--- src/fmd_pkg.sv ---
// constants shared by the float multiply/divide/compare unit
package fmd_pkg;

  // register byte addresses on the bus
  localparam logic [7:0] ADR_OP1_LO = 8'h00;
  localparam logic [7:0] ADR_OP1_HI = 8'h04;
  localparam logic [7:0] ADR_OP2_LO = 8'h08;
  localparam logic [7:0] ADR_OP2_HI = 8'h0C;
  localparam logic [7:0] ADR_IMM1 = 8'h10;
  localparam logic [7:0] ADR_IMM2 = 8'h14;
  localparam logic [7:0] ADR_CTRL = 8'h18;
  localparam logic [7:0] ADR_STATUS = 8'h1C;
  localparam logic [7:0] ADR_RES_LO = 8'h20;
  localparam logic [7:0] ADR_RES_HI = 8'h24;

  // control register layout
  localparam int CTRL_W = 10;
  localparam int CTRL_OP_LSB = 0;
  localparam int CTRL_REL_LSB = 2;
  localparam int CTRL_CONN_LSB = 5;
  localparam int CTRL_IMM1_BIT = 7;
  localparam int CTRL_IMM2_BIT = 8;
  localparam int CTRL_NEW_RUNG_BIT = 9;
  localparam logic [CTRL_W-1:0] CTRL_RESET = 10'h000;

  // operations
  localparam logic [1:0] OP_CMP = 2'h0;
  localparam logic [1:0] OP_MUL = 2'h1;
  localparam logic [1:0] OP_DIV = 2'h2;

  // relations
  localparam logic [2:0] REL_EQ = 3'h0;
  localparam logic [2:0] REL_NE = 3'h1;
  localparam logic [2:0] REL_LT = 3'h2;
  localparam logic [2:0] REL_LE = 3'h3;
  localparam logic [2:0] REL_GT = 3'h4;
  localparam logic [2:0] REL_GE = 3'h5;

  // connection forms
  localparam logic [1:0] CONN_LD = 2'h0;
  localparam logic [1:0] CONN_AND = 2'h1;
  localparam logic [1:0] CONN_OR = 2'h2;

  // status register layout
  localparam int ST_FAULT = 0;
  localparam int ST_ABOVE = 1;
  localparam int ST_ABOVE_SAME = 2;
  localparam int ST_SAME = 3;
  localparam int ST_DIFFER = 4;
  localparam int ST_BELOW = 5;
  localparam int ST_BELOW_SAME = 6;
  localparam int ST_TOO_LARGE = 7;
  localparam int ST_TOO_SMALL = 8;
  localparam int ST_NEG = 9;
  localparam int FLAGS_W = 10;
  localparam logic [FLAGS_W-1:0] FLAGS_RESET = 10'h000;

  // single-precision layout
  localparam logic [7:0] EXP_ALL_ONES = 8'hFF;
  localparam logic [9:0] EXP_BIAS = 10'h07F;
  localparam logic [9:0] EXP_LIMIT = 10'h0FF;
  localparam int FRAC_W = 23;

  typedef enum logic [0:0] {FMD_ST_IDLE, FMD_ST_DIV} fmd_state_t;

endpackage

--- src/fmd_compare.sv ---
// ordered single-precision comparator with special-value detection
module fmd_compare (
  input wire logic [31:0] a_i,
  input wire logic [31:0] b_i,
  output logic eq_o,
  output logic lt_o,
  output logic gt_o,
  output logic fault_o,
  output logic nan_o
);
  logic a_nan;
  logic b_nan;
  logic a_inf;
  logic b_inf;
  logic both_zero;
  logic mag_lt;
  logic a_lt_raw;

  assign a_nan = (a_i[30:23] == fmd_pkg::EXP_ALL_ONES) && (a_i[22:0] != 23'h00_0000);
  assign b_nan = (b_i[30:23] == fmd_pkg::EXP_ALL_ONES) && (b_i[22:0] != 23'h00_0000);
  assign a_inf = (a_i[30:23] == fmd_pkg::EXP_ALL_ONES) && (a_i[22:0] == 23'h00_0000);
  assign b_inf = (b_i[30:23] == fmd_pkg::EXP_ALL_ONES) && (b_i[22:0] == 23'h00_0000);
  assign nan_o = a_nan | b_nan;
  assign fault_o = a_nan | b_nan | a_inf | b_inf;
  // plus and minus zero compare equal
  assign both_zero = (a_i[30:0] == 31'h0000_0000) && (b_i[30:0] == 31'h0000_0000);
  assign mag_lt = a_i[30:0] < b_i[30:0];
  assign a_lt_raw = (a_i[31] != b_i[31]) ? a_i[31] :
                    (a_i[31] ? (b_i[30:0] < a_i[30:0]) : mag_lt);
  assign eq_o = !nan_o && ((a_i == b_i) || both_zero);
  assign lt_o = !nan_o && !eq_o && a_lt_raw;
  assign gt_o = !nan_o && !eq_o && !a_lt_raw;
endmodule

--- src/fmd_divider.sv ---
// restoring divider for normalised mantissas, one quotient bit per cycle
module fmd_divider #(
  parameter int W = 24
) (
  input wire logic clk_i,
  input wire logic resetn_i,
  input wire logic start_i,
  input wire logic [W-1:0] dividend_i,
  input wire logic [W-1:0] divisor_i,
  output logic busy_o,
  output logic done_o,
  output logic [W:0] quotient_o
);
  localparam int CW = $clog2(W + 2);

  generate
    if (W < 2)
    begin : g_bad_width
      $error("fmd_divider: W must be at least 2");
    end
  endgenerate

  logic [W:0] rem;
  logic [W:0] quo;
  logic [CW-1:0] count;
  logic [W:0] diff;
  logic take;

  assign diff = rem - {1'b0, divisor_i};
  assign take = rem >= {1'b0, divisor_i};

  always_ff @(posedge clk_i)
  begin
    if (!resetn_i)
    begin
      rem <= '0;
      quo <= '0;
      count <= '0;
      busy_o <= 1'b0;
      done_o <= 1'b0;
      quotient_o <= '0;
    end
    else
    begin
      done_o <= 1'b0;
      if (start_i && !busy_o)
      begin
        rem <= {1'b0, dividend_i};
        quo <= '0;
        count <= CW'(W + 1);
        busy_o <= 1'b1;
      end
      else if (busy_o)
      begin
        rem <= {(take ? diff[W-1:0] : rem[W-1:0]), 1'b0};
        quo <= {quo[W-1:0], take};
        count <= count - 1'b1;
        if (count == CW'(1))
        begin
          busy_o <= 1'b0;
          done_o <= 1'b1;
          quotient_o <= {quo[W-1:0], take};
        end
      end
    end
  end
endmodule

--- src/fmd_unit.sv ---
// float multiply/divide/compare unit with classic wishbone register slave
// Function
// RL1 - multiply zero by infinity: fault set, destination left unwritten
// RL2 - finite products underflow to zero, overflow to infinity; infinite operands give infinity
// RL3 - zero over zero, infinity over infinity fault; nonzero over zero gives infinity
// RL4 - finite or zero over infinity gives zero; tiny quotients give zero
// RL5 - compare operands as single-precision; condition true only when relation holds
// RL6 - fault flag set when either compare operand is NaN or infinite
// RL7 - above, above-or-same and same flags follow the relation of first to second
// RL8 - differ, below and below-or-same flags follow the relation of first to second
// RL9 - comparison leaves the negative flag unchanged
// RL10 - each operand comes from two consecutive words or an eight-digit immediate
// RL11 - six relations times load, and, or forms: eighteen variants
// RL12 - load and or may start a rung; and may not
// RL13 - comparison result joins rung condition like a basic contact
// RL14 - result too large: too-large flag set, signed infinity written
// RL15 - result too small: too-small flag set, zero written
// RL16 - result low half to lower word, high half to next word
// RL17 - NaN operand in multiply or divide: fault set, destination unwritten
// RL18 - infinite or zero product or quotient sign is xor of operand signs
//
// Design decisions made here: the address map and the Wishbone register port.
module fmd_unit (
  input wire logic clk_i,
  input wire logic resetn_i,
  input wire logic wb_cyc_i,
  input wire logic wb_stb_i,
  input wire logic wb_we_i,
  input wire logic [7:0] wb_adr_i,
  input wire logic [3:0] wb_sel_i,
  input wire logic [31:0] wb_dat_i,
  output logic [31:0] wb_dat_o,
  output logic wb_ack_o,
  output logic rung_cond_o,
  output logic busy_o
);
  localparam int MW = fmd_pkg::FRAC_W + 1;

  // byte-lane merge for register writes
  function automatic logic [31:0] merge(input logic [31:0] old, input logic [31:0] nw,
                                        input logic [3:0] sel);
    logic [31:0] r;
    r = old;
    for (int i = 0; i < 4; i++)
    begin
      if (sel[i])
      begin
        r[i*8 +: 8] = nw[i*8 +: 8];
      end
    end
    return r;
  endfunction

  logic [15:0] op1_lo;
  logic [15:0] op1_hi;
  logic [15:0] op2_lo;
  logic [15:0] op2_hi;
  logic [31:0] imm1;
  logic [31:0] imm2;
  logic [fmd_pkg::CTRL_W-1:0] ctrl;
  logic [fmd_pkg::FLAGS_W-1:0] flags;
  logic [15:0] res_lo;
  logic [15:0] res_hi;
  logic rung_cond;
  logic refused;
  logic go;
  fmd_pkg::fmd_state_t state;

  // bus decode
  wire bus_req = wb_cyc_i && wb_stb_i && !wb_ack_o;
  wire bus_wr = bus_req && wb_we_i;
  wire hit_op1_lo = wb_adr_i == fmd_pkg::ADR_OP1_LO;
  wire hit_op1_hi = wb_adr_i == fmd_pkg::ADR_OP1_HI;
  wire hit_op2_lo = wb_adr_i == fmd_pkg::ADR_OP2_LO;
  wire hit_op2_hi = wb_adr_i == fmd_pkg::ADR_OP2_HI;
  wire hit_imm1 = wb_adr_i == fmd_pkg::ADR_IMM1;
  wire hit_imm2 = wb_adr_i == fmd_pkg::ADR_IMM2;
  wire hit_ctrl = wb_adr_i == fmd_pkg::ADR_CTRL;
  wire hit_status = wb_adr_i == fmd_pkg::ADR_STATUS;
  wire hit_res_lo = wb_adr_i == fmd_pkg::ADR_RES_LO;
  wire hit_res_hi = wb_adr_i == fmd_pkg::ADR_RES_HI;
  wire [31:0] wr_op1_lo = merge({16'h0000, op1_lo}, wb_dat_i, wb_sel_i);
  wire [31:0] wr_op1_hi = merge({16'h0000, op1_hi}, wb_dat_i, wb_sel_i);
  wire [31:0] wr_op2_lo = merge({16'h0000, op2_lo}, wb_dat_i, wb_sel_i);
  wire [31:0] wr_op2_hi = merge({16'h0000, op2_hi}, wb_dat_i, wb_sel_i);
  wire [31:0] wr_ctrl = merge({22'h00_0000, ctrl}, wb_dat_i, wb_sel_i);
  wire [31:0] status_word = {19'h0_0000, refused, busy_o, rung_cond, flags};
  wire [31:0] rd_mux =
    hit_op1_lo ? {16'h0000, op1_lo} :
    hit_op1_hi ? {16'h0000, op1_hi} :
    hit_op2_lo ? {16'h0000, op2_lo} :
    hit_op2_hi ? {16'h0000, op2_hi} :
    hit_imm1 ? imm1 :
    hit_imm2 ? imm2 :
    hit_ctrl ? {22'h00_0000, ctrl} :
    hit_status ? status_word :
    hit_res_lo ? {16'h0000, res_lo} :
    hit_res_hi ? {16'h0000, res_hi} : 32'h0000_0000;
  // a control write while busy is dropped and remembered in status
  wire ctrl_wr = bus_wr && hit_ctrl;
  wire ctrl_take = ctrl_wr && !busy_o;
  // decoded control fields
  wire [1:0] op = ctrl[fmd_pkg::CTRL_OP_LSB +: 2];
  wire [2:0] rel = ctrl[fmd_pkg::CTRL_REL_LSB +: 3];
  wire [1:0] conn = ctrl[fmd_pkg::CTRL_CONN_LSB +: 2];
  wire new_rung = ctrl[fmd_pkg::CTRL_NEW_RUNG_BIT];
  wire is_cmp = op == fmd_pkg::OP_CMP;
  wire is_mul = op == fmd_pkg::OP_MUL;
  wire is_div = op == fmd_pkg::OP_DIV;
  // operands: word pair, low word first, or immediate
  wire [31:0] opa = ctrl[fmd_pkg::CTRL_IMM1_BIT] ? imm1 : {op1_hi, op1_lo}; // RL10
  wire [31:0] opb = ctrl[fmd_pkg::CTRL_IMM2_BIT] ? imm2 : {op2_hi, op2_lo}; // RL10
  // comparison
  logic c_eq;
  logic c_lt;
  logic c_gt;
  logic c_fault;
  logic c_nan;
  fmd_compare u_cmp (
    .a_i(opa),
    .b_i(opb),
    .eq_o(c_eq),
    .lt_o(c_lt),
    .gt_o(c_gt),
    .fault_o(c_fault),
    .nan_o(c_nan)
  );
  wire c_ne = !c_nan && !c_eq;
  wire c_le = c_lt || c_eq;
  wire c_ge = c_gt || c_eq;
  wire rel_ok = (rel == fmd_pkg::REL_EQ) ? c_eq : // RL5 RL11
                (rel == fmd_pkg::REL_NE) ? c_ne :
                (rel == fmd_pkg::REL_LT) ? c_lt :
                (rel == fmd_pkg::REL_LE) ? c_le :
                (rel == fmd_pkg::REL_GT) ? c_gt :
                (rel == fmd_pkg::REL_GE) ? c_ge : 1'b0;
  wire bad_form = (conn != fmd_pkg::CONN_LD) && (conn != fmd_pkg::CONN_AND)
                  && (conn != fmd_pkg::CONN_OR);
  wire bad_rel = rel > fmd_pkg::REL_GE;
  wire and_at_rail = (conn == fmd_pkg::CONN_AND) && new_rung; // RL12
  wire cmp_refuse = bad_form || bad_rel || and_at_rail;
  wire next_rung_cond =
    (conn == fmd_pkg::CONN_AND) ? (rung_cond && rel_ok) : // RL13
    (conn == fmd_pkg::CONN_OR && !new_rung) ? (rung_cond || rel_ok) : rel_ok; // RL12 RL13
  // operand classes for multiply and divide
  wire sign_r = opa[31] ^ opb[31]; // RL18
  wire a_zero = opa[30:23] == 8'h00;
  wire b_zero = opb[30:23] == 8'h00;
  wire a_max = opa[30:23] == fmd_pkg::EXP_ALL_ONES;
  wire b_max = opb[30:23] == fmd_pkg::EXP_ALL_ONES;
  wire a_inf = a_max && (opa[22:0] == 23'h00_0000);
  wire b_inf = b_max && (opb[22:0] == 23'h00_0000);
  wire a_nan = a_max && !a_inf;
  wire b_nan = b_max && !b_inf;
  wire md_err = a_nan || b_nan // RL17
                || (is_mul && ((a_zero && b_inf) || (a_inf && b_zero))) // RL1
                || (is_div && ((a_zero && b_zero) || (a_inf && b_inf))); // RL3
  wire md_inf = is_mul ? (a_inf || b_inf) : (a_inf || (b_zero && !a_zero)); // RL2 RL3
  wire md_zero = is_mul ? (a_zero || b_zero) : (a_zero || b_inf); // RL4
  wire md_special = md_err || md_inf || md_zero;
  // multiply mantissas
  wire [MW-1:0] man_a = {1'b1, opa[22:0]};
  wire [MW-1:0] man_b = {1'b1, opb[22:0]};
  wire [2*MW-1:0] prod = man_a * man_b;
  wire [9:0] mul_exp = {2'b00, opa[30:23]} + {2'b00, opb[30:23]} - fmd_pkg::EXP_BIAS
                       + {9'h000, prod[2*MW-1]};
  wire [22:0] mul_frac = prod[2*MW-1] ? prod[2*MW-2 -: 23] : prod[2*MW-3 -: 23];

  // divide mantissas
  logic dv_start;
  logic dv_busy;
  logic dv_done;
  logic [MW:0] quo;

  fmd_divider #(
    .W(MW)
  ) u_div (
    .clk_i(clk_i),
    .resetn_i(resetn_i),
    .start_i(dv_start),
    .dividend_i(man_a),
    .divisor_i(man_b),
    .busy_o(dv_busy),
    .done_o(dv_done),
    .quotient_o(quo)
  );

  wire [9:0] div_exp = {2'b00, opa[30:23]} - {2'b00, opb[30:23]} + fmd_pkg::EXP_BIAS
                       - 10'h001 + {9'h000, quo[MW]};
  wire [22:0] div_frac = quo[MW] ? quo[MW-1:1] : quo[MW-2:0];

  // truncation and range check, exponent held as signed 10 bits
  wire [9:0] fin_exp = is_mul ? mul_exp : div_exp;
  wire [22:0] fin_frac = is_mul ? mul_frac : div_frac;
  wire fin_ovf = !fin_exp[9] && (fin_exp >= fmd_pkg::EXP_LIMIT);
  wire fin_unf = fin_exp[9] || (fin_exp == 10'h000);
  wire [31:0] inf_word = {sign_r, fmd_pkg::EXP_ALL_ONES, 23'h00_0000};
  wire [31:0] zero_word = {sign_r, 31'h0000_0000};
  wire [31:0] md_word =
    md_inf ? inf_word : // RL2 RL18
    md_zero ? zero_word : // RL4 RL18
    fin_ovf ? inf_word : // RL14
    fin_unf ? zero_word : // RL15
    {sign_r, fin_exp[7:0], fin_frac}; // RL2
  wire md_big = !md_special && fin_ovf;
  wire md_small = !md_special && !fin_ovf && fin_unf;
  wire md_is_zero = md_word[30:0] == 31'h0000_0000;

  // completion events
  wire in_idle = state == fmd_pkg::FMD_ST_IDLE;
  wire cmp_go = go && in_idle && is_cmp;
  wire md_now = go && in_idle && (is_mul || (is_div && md_special));
  wire md_commit = md_now || (state == fmd_pkg::FMD_ST_DIV && dv_done);
  assign dv_start = go && in_idle && is_div && !md_special;
  assign busy_o = go || !in_idle || dv_busy;
  assign rung_cond_o = rung_cond;

  // bus slave: one wait-free ack per request
  always_ff @(posedge clk_i)
  begin
    if (!resetn_i)
    begin
      wb_ack_o <= 1'b0;
      wb_dat_o <= 32'h0000_0000;
    end
    else
    begin
      wb_ack_o <= bus_req;
      wb_dat_o <= bus_req ? rd_mux : 32'h0000_0000;
    end
  end

  // operand and control registers
  always_ff @(posedge clk_i)
  begin
    if (!resetn_i)
    begin
      op1_lo <= 16'h0000;
      op1_hi <= 16'h0000;
      op2_lo <= 16'h0000;
      op2_hi <= 16'h0000;
      imm1 <= 32'h0000_0000;
      imm2 <= 32'h0000_0000;
      ctrl <= fmd_pkg::CTRL_RESET;
    end
    else if (bus_wr && !busy_o)
    begin
      if (hit_op1_lo) op1_lo <= wr_op1_lo[15:0];
      if (hit_op1_hi) op1_hi <= wr_op1_hi[15:0];
      if (hit_op2_lo) op2_lo <= wr_op2_lo[15:0];
      if (hit_op2_hi) op2_hi <= wr_op2_hi[15:0];
      if (hit_imm1) imm1 <= merge(imm1, wb_dat_i, wb_sel_i);
      if (hit_imm2) imm2 <= merge(imm2, wb_dat_i, wb_sel_i);
      if (hit_ctrl) ctrl <= wr_ctrl[fmd_pkg::CTRL_W-1:0];
    end
  end

  // sequencing
  always_ff @(posedge clk_i)
  begin
    if (!resetn_i)
    begin
      go <= 1'b0;
      state <= fmd_pkg::FMD_ST_IDLE;
    end
    else
    begin
      go <= ctrl_take;
      case (state)
        fmd_pkg::FMD_ST_IDLE:
        begin
          if (dv_start)
          begin
            state <= fmd_pkg::FMD_ST_DIV;
          end
        end
        fmd_pkg::FMD_ST_DIV:
        begin
          if (dv_done)
          begin
            state <= fmd_pkg::FMD_ST_IDLE;
          end
        end
        default:
        begin
          state <= fmd_pkg::FMD_ST_IDLE;
        end
      endcase
    end
  end

  // flags, rung condition and result words
  always_ff @(posedge clk_i)
  begin
    if (!resetn_i)
    begin
      flags <= fmd_pkg::FLAGS_RESET;
      rung_cond <= 1'b0;
      refused <= 1'b0;
      res_lo <= 16'h0000;
      res_hi <= 16'h0000;
    end
    else
    begin
      if (ctrl_wr)
      begin
        refused <= busy_o;
      end
      if (cmp_go && cmp_refuse)
      begin
        refused <= 1'b1; // RL12
      end
      else if (cmp_go)
      begin
        flags[fmd_pkg::ST_FAULT] <= c_fault; // RL6
        flags[fmd_pkg::ST_ABOVE] <= c_gt; // RL7
        flags[fmd_pkg::ST_ABOVE_SAME] <= c_ge; // RL7
        flags[fmd_pkg::ST_SAME] <= c_eq; // RL7
        flags[fmd_pkg::ST_DIFFER] <= c_ne; // RL8
        flags[fmd_pkg::ST_BELOW] <= c_lt; // RL8
        flags[fmd_pkg::ST_BELOW_SAME] <= c_le; // RL8 RL9
        rung_cond <= next_rung_cond; // RL13
      end
      else if (md_commit && md_err)
      begin
        flags[fmd_pkg::ST_FAULT] <= 1'b1; // RL1 RL3 RL17
      end
      else if (md_commit)
      begin
        flags[fmd_pkg::ST_FAULT] <= 1'b0;
        flags[fmd_pkg::ST_SAME] <= md_is_zero;
        flags[fmd_pkg::ST_TOO_LARGE] <= md_big; // RL14
        flags[fmd_pkg::ST_TOO_SMALL] <= md_small; // RL15
        flags[fmd_pkg::ST_NEG] <= md_word[31] && !md_is_zero;
        res_lo <= md_word[15:0]; // RL16
        res_hi <= md_word[31:16]; // RL16
      end
    end
  end
endmodule

--- config.mk ---
export PLATFORM = sky130hd
export DESIGN_NAME = fmd_unit
export DESIGN_NICKNAME = d
export VERILOG_FILES = /design/src/fmd_pkg.sv /design/src/fmd_compare.sv /design/src/fmd_divider.sv /design/src/fmd_unit.sv
export SDC_FILE = /design/constraint.sdc
export NUM_CORES = 2
export LEC_CHECK = 0
export ABC_AREA = 1
export ABC_CLOCK_PERIOD_IN_PS = 11400
export BUFFER_PORTS_ARGS = -buffer_cell sky130_fd_sc_hd__buf_2
export CELL_PAD_IN_SITES_DETAIL_PLACEMENT = 0
export CELL_PAD_IN_SITES_GLOBAL_PLACEMENT = 1
export CORE_MARGIN = 2
export CORE_UTILIZATION = 30
export DETAILED_ROUTE_END_ITERATION = 16
export GPL_TIMING_DRIVEN = 0
export PLACE_DENSITY_LB_ADDON = 0.1
export SLEW_MARGIN = 20
export SYNTH_ARGS = -nofsm -noshare
export SYNTH_HDL_FRONTEND = slang
export SYNTH_SLANG_ARGS = --single-unit
--- constraint.sdc ---
create_clock -name clk_i -period 11.4 [get_ports clk_i]
set_input_delay 0 -clock clk_i [delete_from_list [all_inputs] [get_ports clk_i]]
set_output_delay 0 -clock clk_i [all_outputs]
set_load 0.01 [all_outputs]
==> results.env <==
DESIGN.CORE.AREA_UM2=118000
YOSYSSEQAREASHARE_PCT=16.8
SETUP.WORST_PATH.START_CLASS='flop'
CRIT_PATH_END_KIND='flop'
CRITICAL_PATH_PEAK_FANOUT=11
P_LEAK_nW=18.7
SYN_NETS=5605
REPORT.FINAL.SETUP_VIOL=0
FP.DIEAREA_UM2=121000
FINALCRITPERIODSHARE_PCT=95.1
CTS.HTREE.LEVELS=2
SYNTH_WARNINGS=0
CRIT_PATH_MAX_INCR_DELAY_NS=0.62
GLOBALROUTETOTALUTIL_PCT=26.4
CRITICAL_PATH_BUF_INV_COUNT=14
CTS_ROOT_BUFFER='sky130_fd_sc_hd__clkbuf_16'
SYNTH.FF_LATCH_COUNT=298
DP_HPWL_UM=133000
POST_DRT_WL_PER_CELL_UM=24.5
OUTCOME='finished, final reports clean'
NUM_IO_PINS=84
GLOBALROUTE.TOTALOVERFLOW=0
ACHIEVABLE-FREQUENCY_MHz=92.3
MAX-VDD-IR-DROP_V=0.000103
DIE_SPAN_IN_X_UM=348
FP.DIEH_UM=348
POST_SYNTH.CELL_AREA_AVG_UM2=7.40
REPORT.FINAL.HOLD_VIOL_COUNT=0
GRT_SETUP_UNREPAIRED='false'
TIMING_WORST_SETUP_PATH_TYPE='reg2reg'
GRT_PASS1_VIAS=34000
DRC=0
NETLIST-CELL-TYPE-COUNT=62
TRITONCTS='done'
HOLD_PATH_CLASS='in2reg'
POST_SYNTH_INSTANCE_AREA_UM2=35600
FINAL_COMMON_CELL='sky130_fd_sc_hd__inv_1'
LAYOUT-DRIVE-GT1-SHARE_PCT=8.46
POST-ROUTE-UTIL_PCT=34.5
LAYOUT.NETS=5811
SLEW-LIMIT-HEADROOM_PCT=25.5
ANT_NETS=0
MAX_CAP_VIOLATIONS=0
MOSTFREQUENTLAYOUTCELLS='947 x sky130_fd_sc_hd__inv_1, 863 x sky130_fd_sc_hd__nand2_1, 530 x sky130_fd_sc_hd__nor2_1'
CLOCK_PIN_SLEW_WORST_SETUP_AND_HOLD_PATHS_NS=0.06
LAYOUT_SETUP_WS_NS=0.564
CP_COMMON_CELL='sky130_fd_sc_hd__inv_1'
FINALCRITICALPERIOD_NS=10.84
CTS_SINKS=298
FINALWIRELENGTH_UM=161000
LARGEST_NET_DEGREE_AT_THE_START_OF_GLOBAL_ROUTING=19
FINCLKSKEW_NS=0.0413
START_UTIL_PCT=30.2
COUNT_OF_FLIP_FLOPS_WITH_A_BUILT_IN_ENABLE_AFTER_SYNTHESIS=0
CRITICAL_PATH_REQUIRED_NS=11.89
GRT_FIRST_PASS_WIRELENGTH_UM=234000
SYNTH_TOP_AREA_SHARE_PCT=27.2
CELL_TYPE_CONTRIBUTING_THE_MOST_TOTAL_CELL_AREA_AFTER_SYNTHESIS='sky130_fd_sc_hd__fa_1'
POST-LAYOUT-TOTAL-POWER_mW=2.34
VIA_COUNT=32800
POSTSYNTH.TOPFLOPCELL='sky130_fd_sc_hd__dfxtp_1'
IO_BUFFERS=83
SYNTH_ASYNC_SR_FLOP_SHARE_PCT=0
DRV_SLEW=0
FINAL.HOLD.WORST_SLACK_NS=0.0333
TIMING.CRITICAL_PATH.ARRIVAL_NS=11.32
GP_CONGESTION=0.951
N_ANTENNA_CELL=0
DRT_FIRST_ITER_VIOLATIONS=2075
NUMBER_OF_ANTENNA_VIOLATIONS_AT_THE_FIRST_CHECK_IN_GLOBAL_ROUTING=10
WORST_PIN_SLEW_NS=1.11
LAYOUT_OVERHEAD_ON_THE_SYNTHESIZED_AREA_PCT=14.3
CP_SLOWEST_CELL='sky130_fd_sc_hd__fa_1'
POWER-PER-CELL-AREA_nW_PER_UM2=57.5
POST-PLACE-WS_NS=-1.69
CP_TOP_FAMILY='adder cells'
CLOCK_LATENCY_NS=0.58
SYN-INSTANCE-COUNT=4808
FP-ROW-COUNT=126
ROUTE.DETAILED.VIAS_PER_INST=4.99
NUMCTSBUFFERS=36
MAX-CLOCK-PATH-BUFFERS=3
DETAIL_ROUTE.FIRST_PASS.ITERATIONS=5
YS_TOP_CELLS_BY_AREA='sky130_fd_sc_hd__fa_1 27%, sky130_fd_sc_hd__dfxtp_1 17%, sky130_fd_sc_hd__inv_1 10%'
==> cells by family after synthesis <==
family | synth area share (%)
DFF | 16.8
and+or+nand+nor | 20.0
adders and majority gates | 36.5
xor gates and xnor gates | 1.03
buffers and inverters | 12.9
AOI/OAI and AO/OA | 12.7
==> power by group <==
group | switching, mW | internal (mW) | total [mW]
logic | 0.0598 | 0.0252 | 0.0850
clock network | 0.507 | 0.702 | 1.21
registers | 0.000255 | 1.04 | 1.04
==> metrics by stage <==
stage	cells	area, um2	setup TNS (ns)
after floorplan	4808	35600	0
after global placement	6427	37900	-49.23
after detailed placement	6431	38000	-47.17
after CTS	6550	40200	0
after global routing	6573	40600	0
final	6573	40600	0
==> layout make-up <==
type / instances / area (um2)
Fill cell: 13000 / 77100
Multi-Input combinational cell: 3330 / 25400
Timing Repair Buffer: 171 / 1280
Clock buffer: 45 / 1010
Buffer: 195 / 1190
Clock inverter: 16 / 190
Tap cell: 1536 / 1920
Inverter: 982 / 3730
Sequential cell: 298 / 5970
==> cells in the mapped netlist (6+ instances only) <==
cell type / number
sky130_fd_sc_hd__a31oi_1: 20
sky130_fd_sc_hd__o221ai_1: 12
sky130_fd_sc_hd__nand2_1: 864
sky130_fd_sc_hd__nand3_1: 161
sky130_fd_sc_hd__o211ai_1: 13
sky130_fd_sc_hd__nand4_1: 49
sky130_fd_sc_hd__nand2_2: 10
sky130_fd_sc_hd__ha_1: 264
sky130_fd_sc_hd__a211oi_1: 37
sky130_fd_sc_hd__nor2_1: 533
sky130_fd_sc_hd__buf_6: 14
sky130_fd_sc_hd__o21ai_0: 255
sky130_fd_sc_hd__o21ai_1: 47
sky130_fd_sc_hd__clkinv_1: 6
sky130_fd_sc_hd__buf_2: 10
sky130_fd_sc_hd__inv_2: 12
sky130_fd_sc_hd__xor2_1: 29
sky130_fd_sc_hd__buf_1: 14
sky130_fd_sc_hd__fa_1: 484
sky130_fd_sc_hd__buf_4: 7
sky130_fd_sc_hd__a21oi_1: 337
sky130_fd_sc_hd__o21bai_1: 7
sky130_fd_sc_hd__o22ai_1: 6
sky130_fd_sc_hd__nor4_1: 17
sky130_fd_sc_hd__or2_2: 9
sky130_fd_sc_hd__nor3_1: 70
sky130_fd_sc_hd__inv_1: 964
sky130_fd_sc_hd__dfxtp_1: 298
sky130_fd_sc_hd__a21o_1: 16
sky130_fd_sc_hd__a221oi_1: 8
sky130_fd_sc_hd__o21ai_2: 15
sky130_fd_sc_hd__clkbuf_1: 150
sky130_fd_sc_hd__xnor2_1: 13
==> worst paths after layout <==
path,from,end,slack (ns),cells after the start
setup / recovery,ctrl[8],res_hi[4],0.56,49
hold / removal,wb_sel_i[2],imm2[19],0.03,4
setup reg to reg,ctrl[8],res_hi[4],0.56,49
hold reg to reg,op1_hi[9],op1_hi[9],0.46,2
==> repair_timing <==
item | CTS | global route
setup buffers | 17 | 24
endpoints found under the hold margin | 140 | 0
hold buffers | 43 | 0
resized for setup | 128 | 124
gates cloned | 0 | 0
pin swaps | 6 | 5
setup endpoints to repair | 35 | 26
==> layer usage <==
layer	track usage [%]	vias to the layer above	wire length, um
met5	0	-	25
met4	9.25	4	6320
met3	2.35	204	6730
met2	46.7	756	79300
met1	33.6	16400	68900
li1	-	15400	-
==> worst min-delay path, stage by stage <==
cell and delay (ns):
sky130_fd_sc_hd__buf_2 0.08, sky130_fd_sc_hd__nand2_1 0.21, sky130_fd_sc_hd__nor3_1 0.21, sky130_fd_sc_hd__nor3_1 0.06
==> state kept, by name, summed over array words and instances, names as in the netlist, 24 cells and up <==
register / count
u_div.rem: 25
u_div.quotient_o: 25
u_div.quo: 24
wb_dat_o: 32
imm1: 32
imm2: 32
No activity file was read; power rests on OpenSTA's default activity.
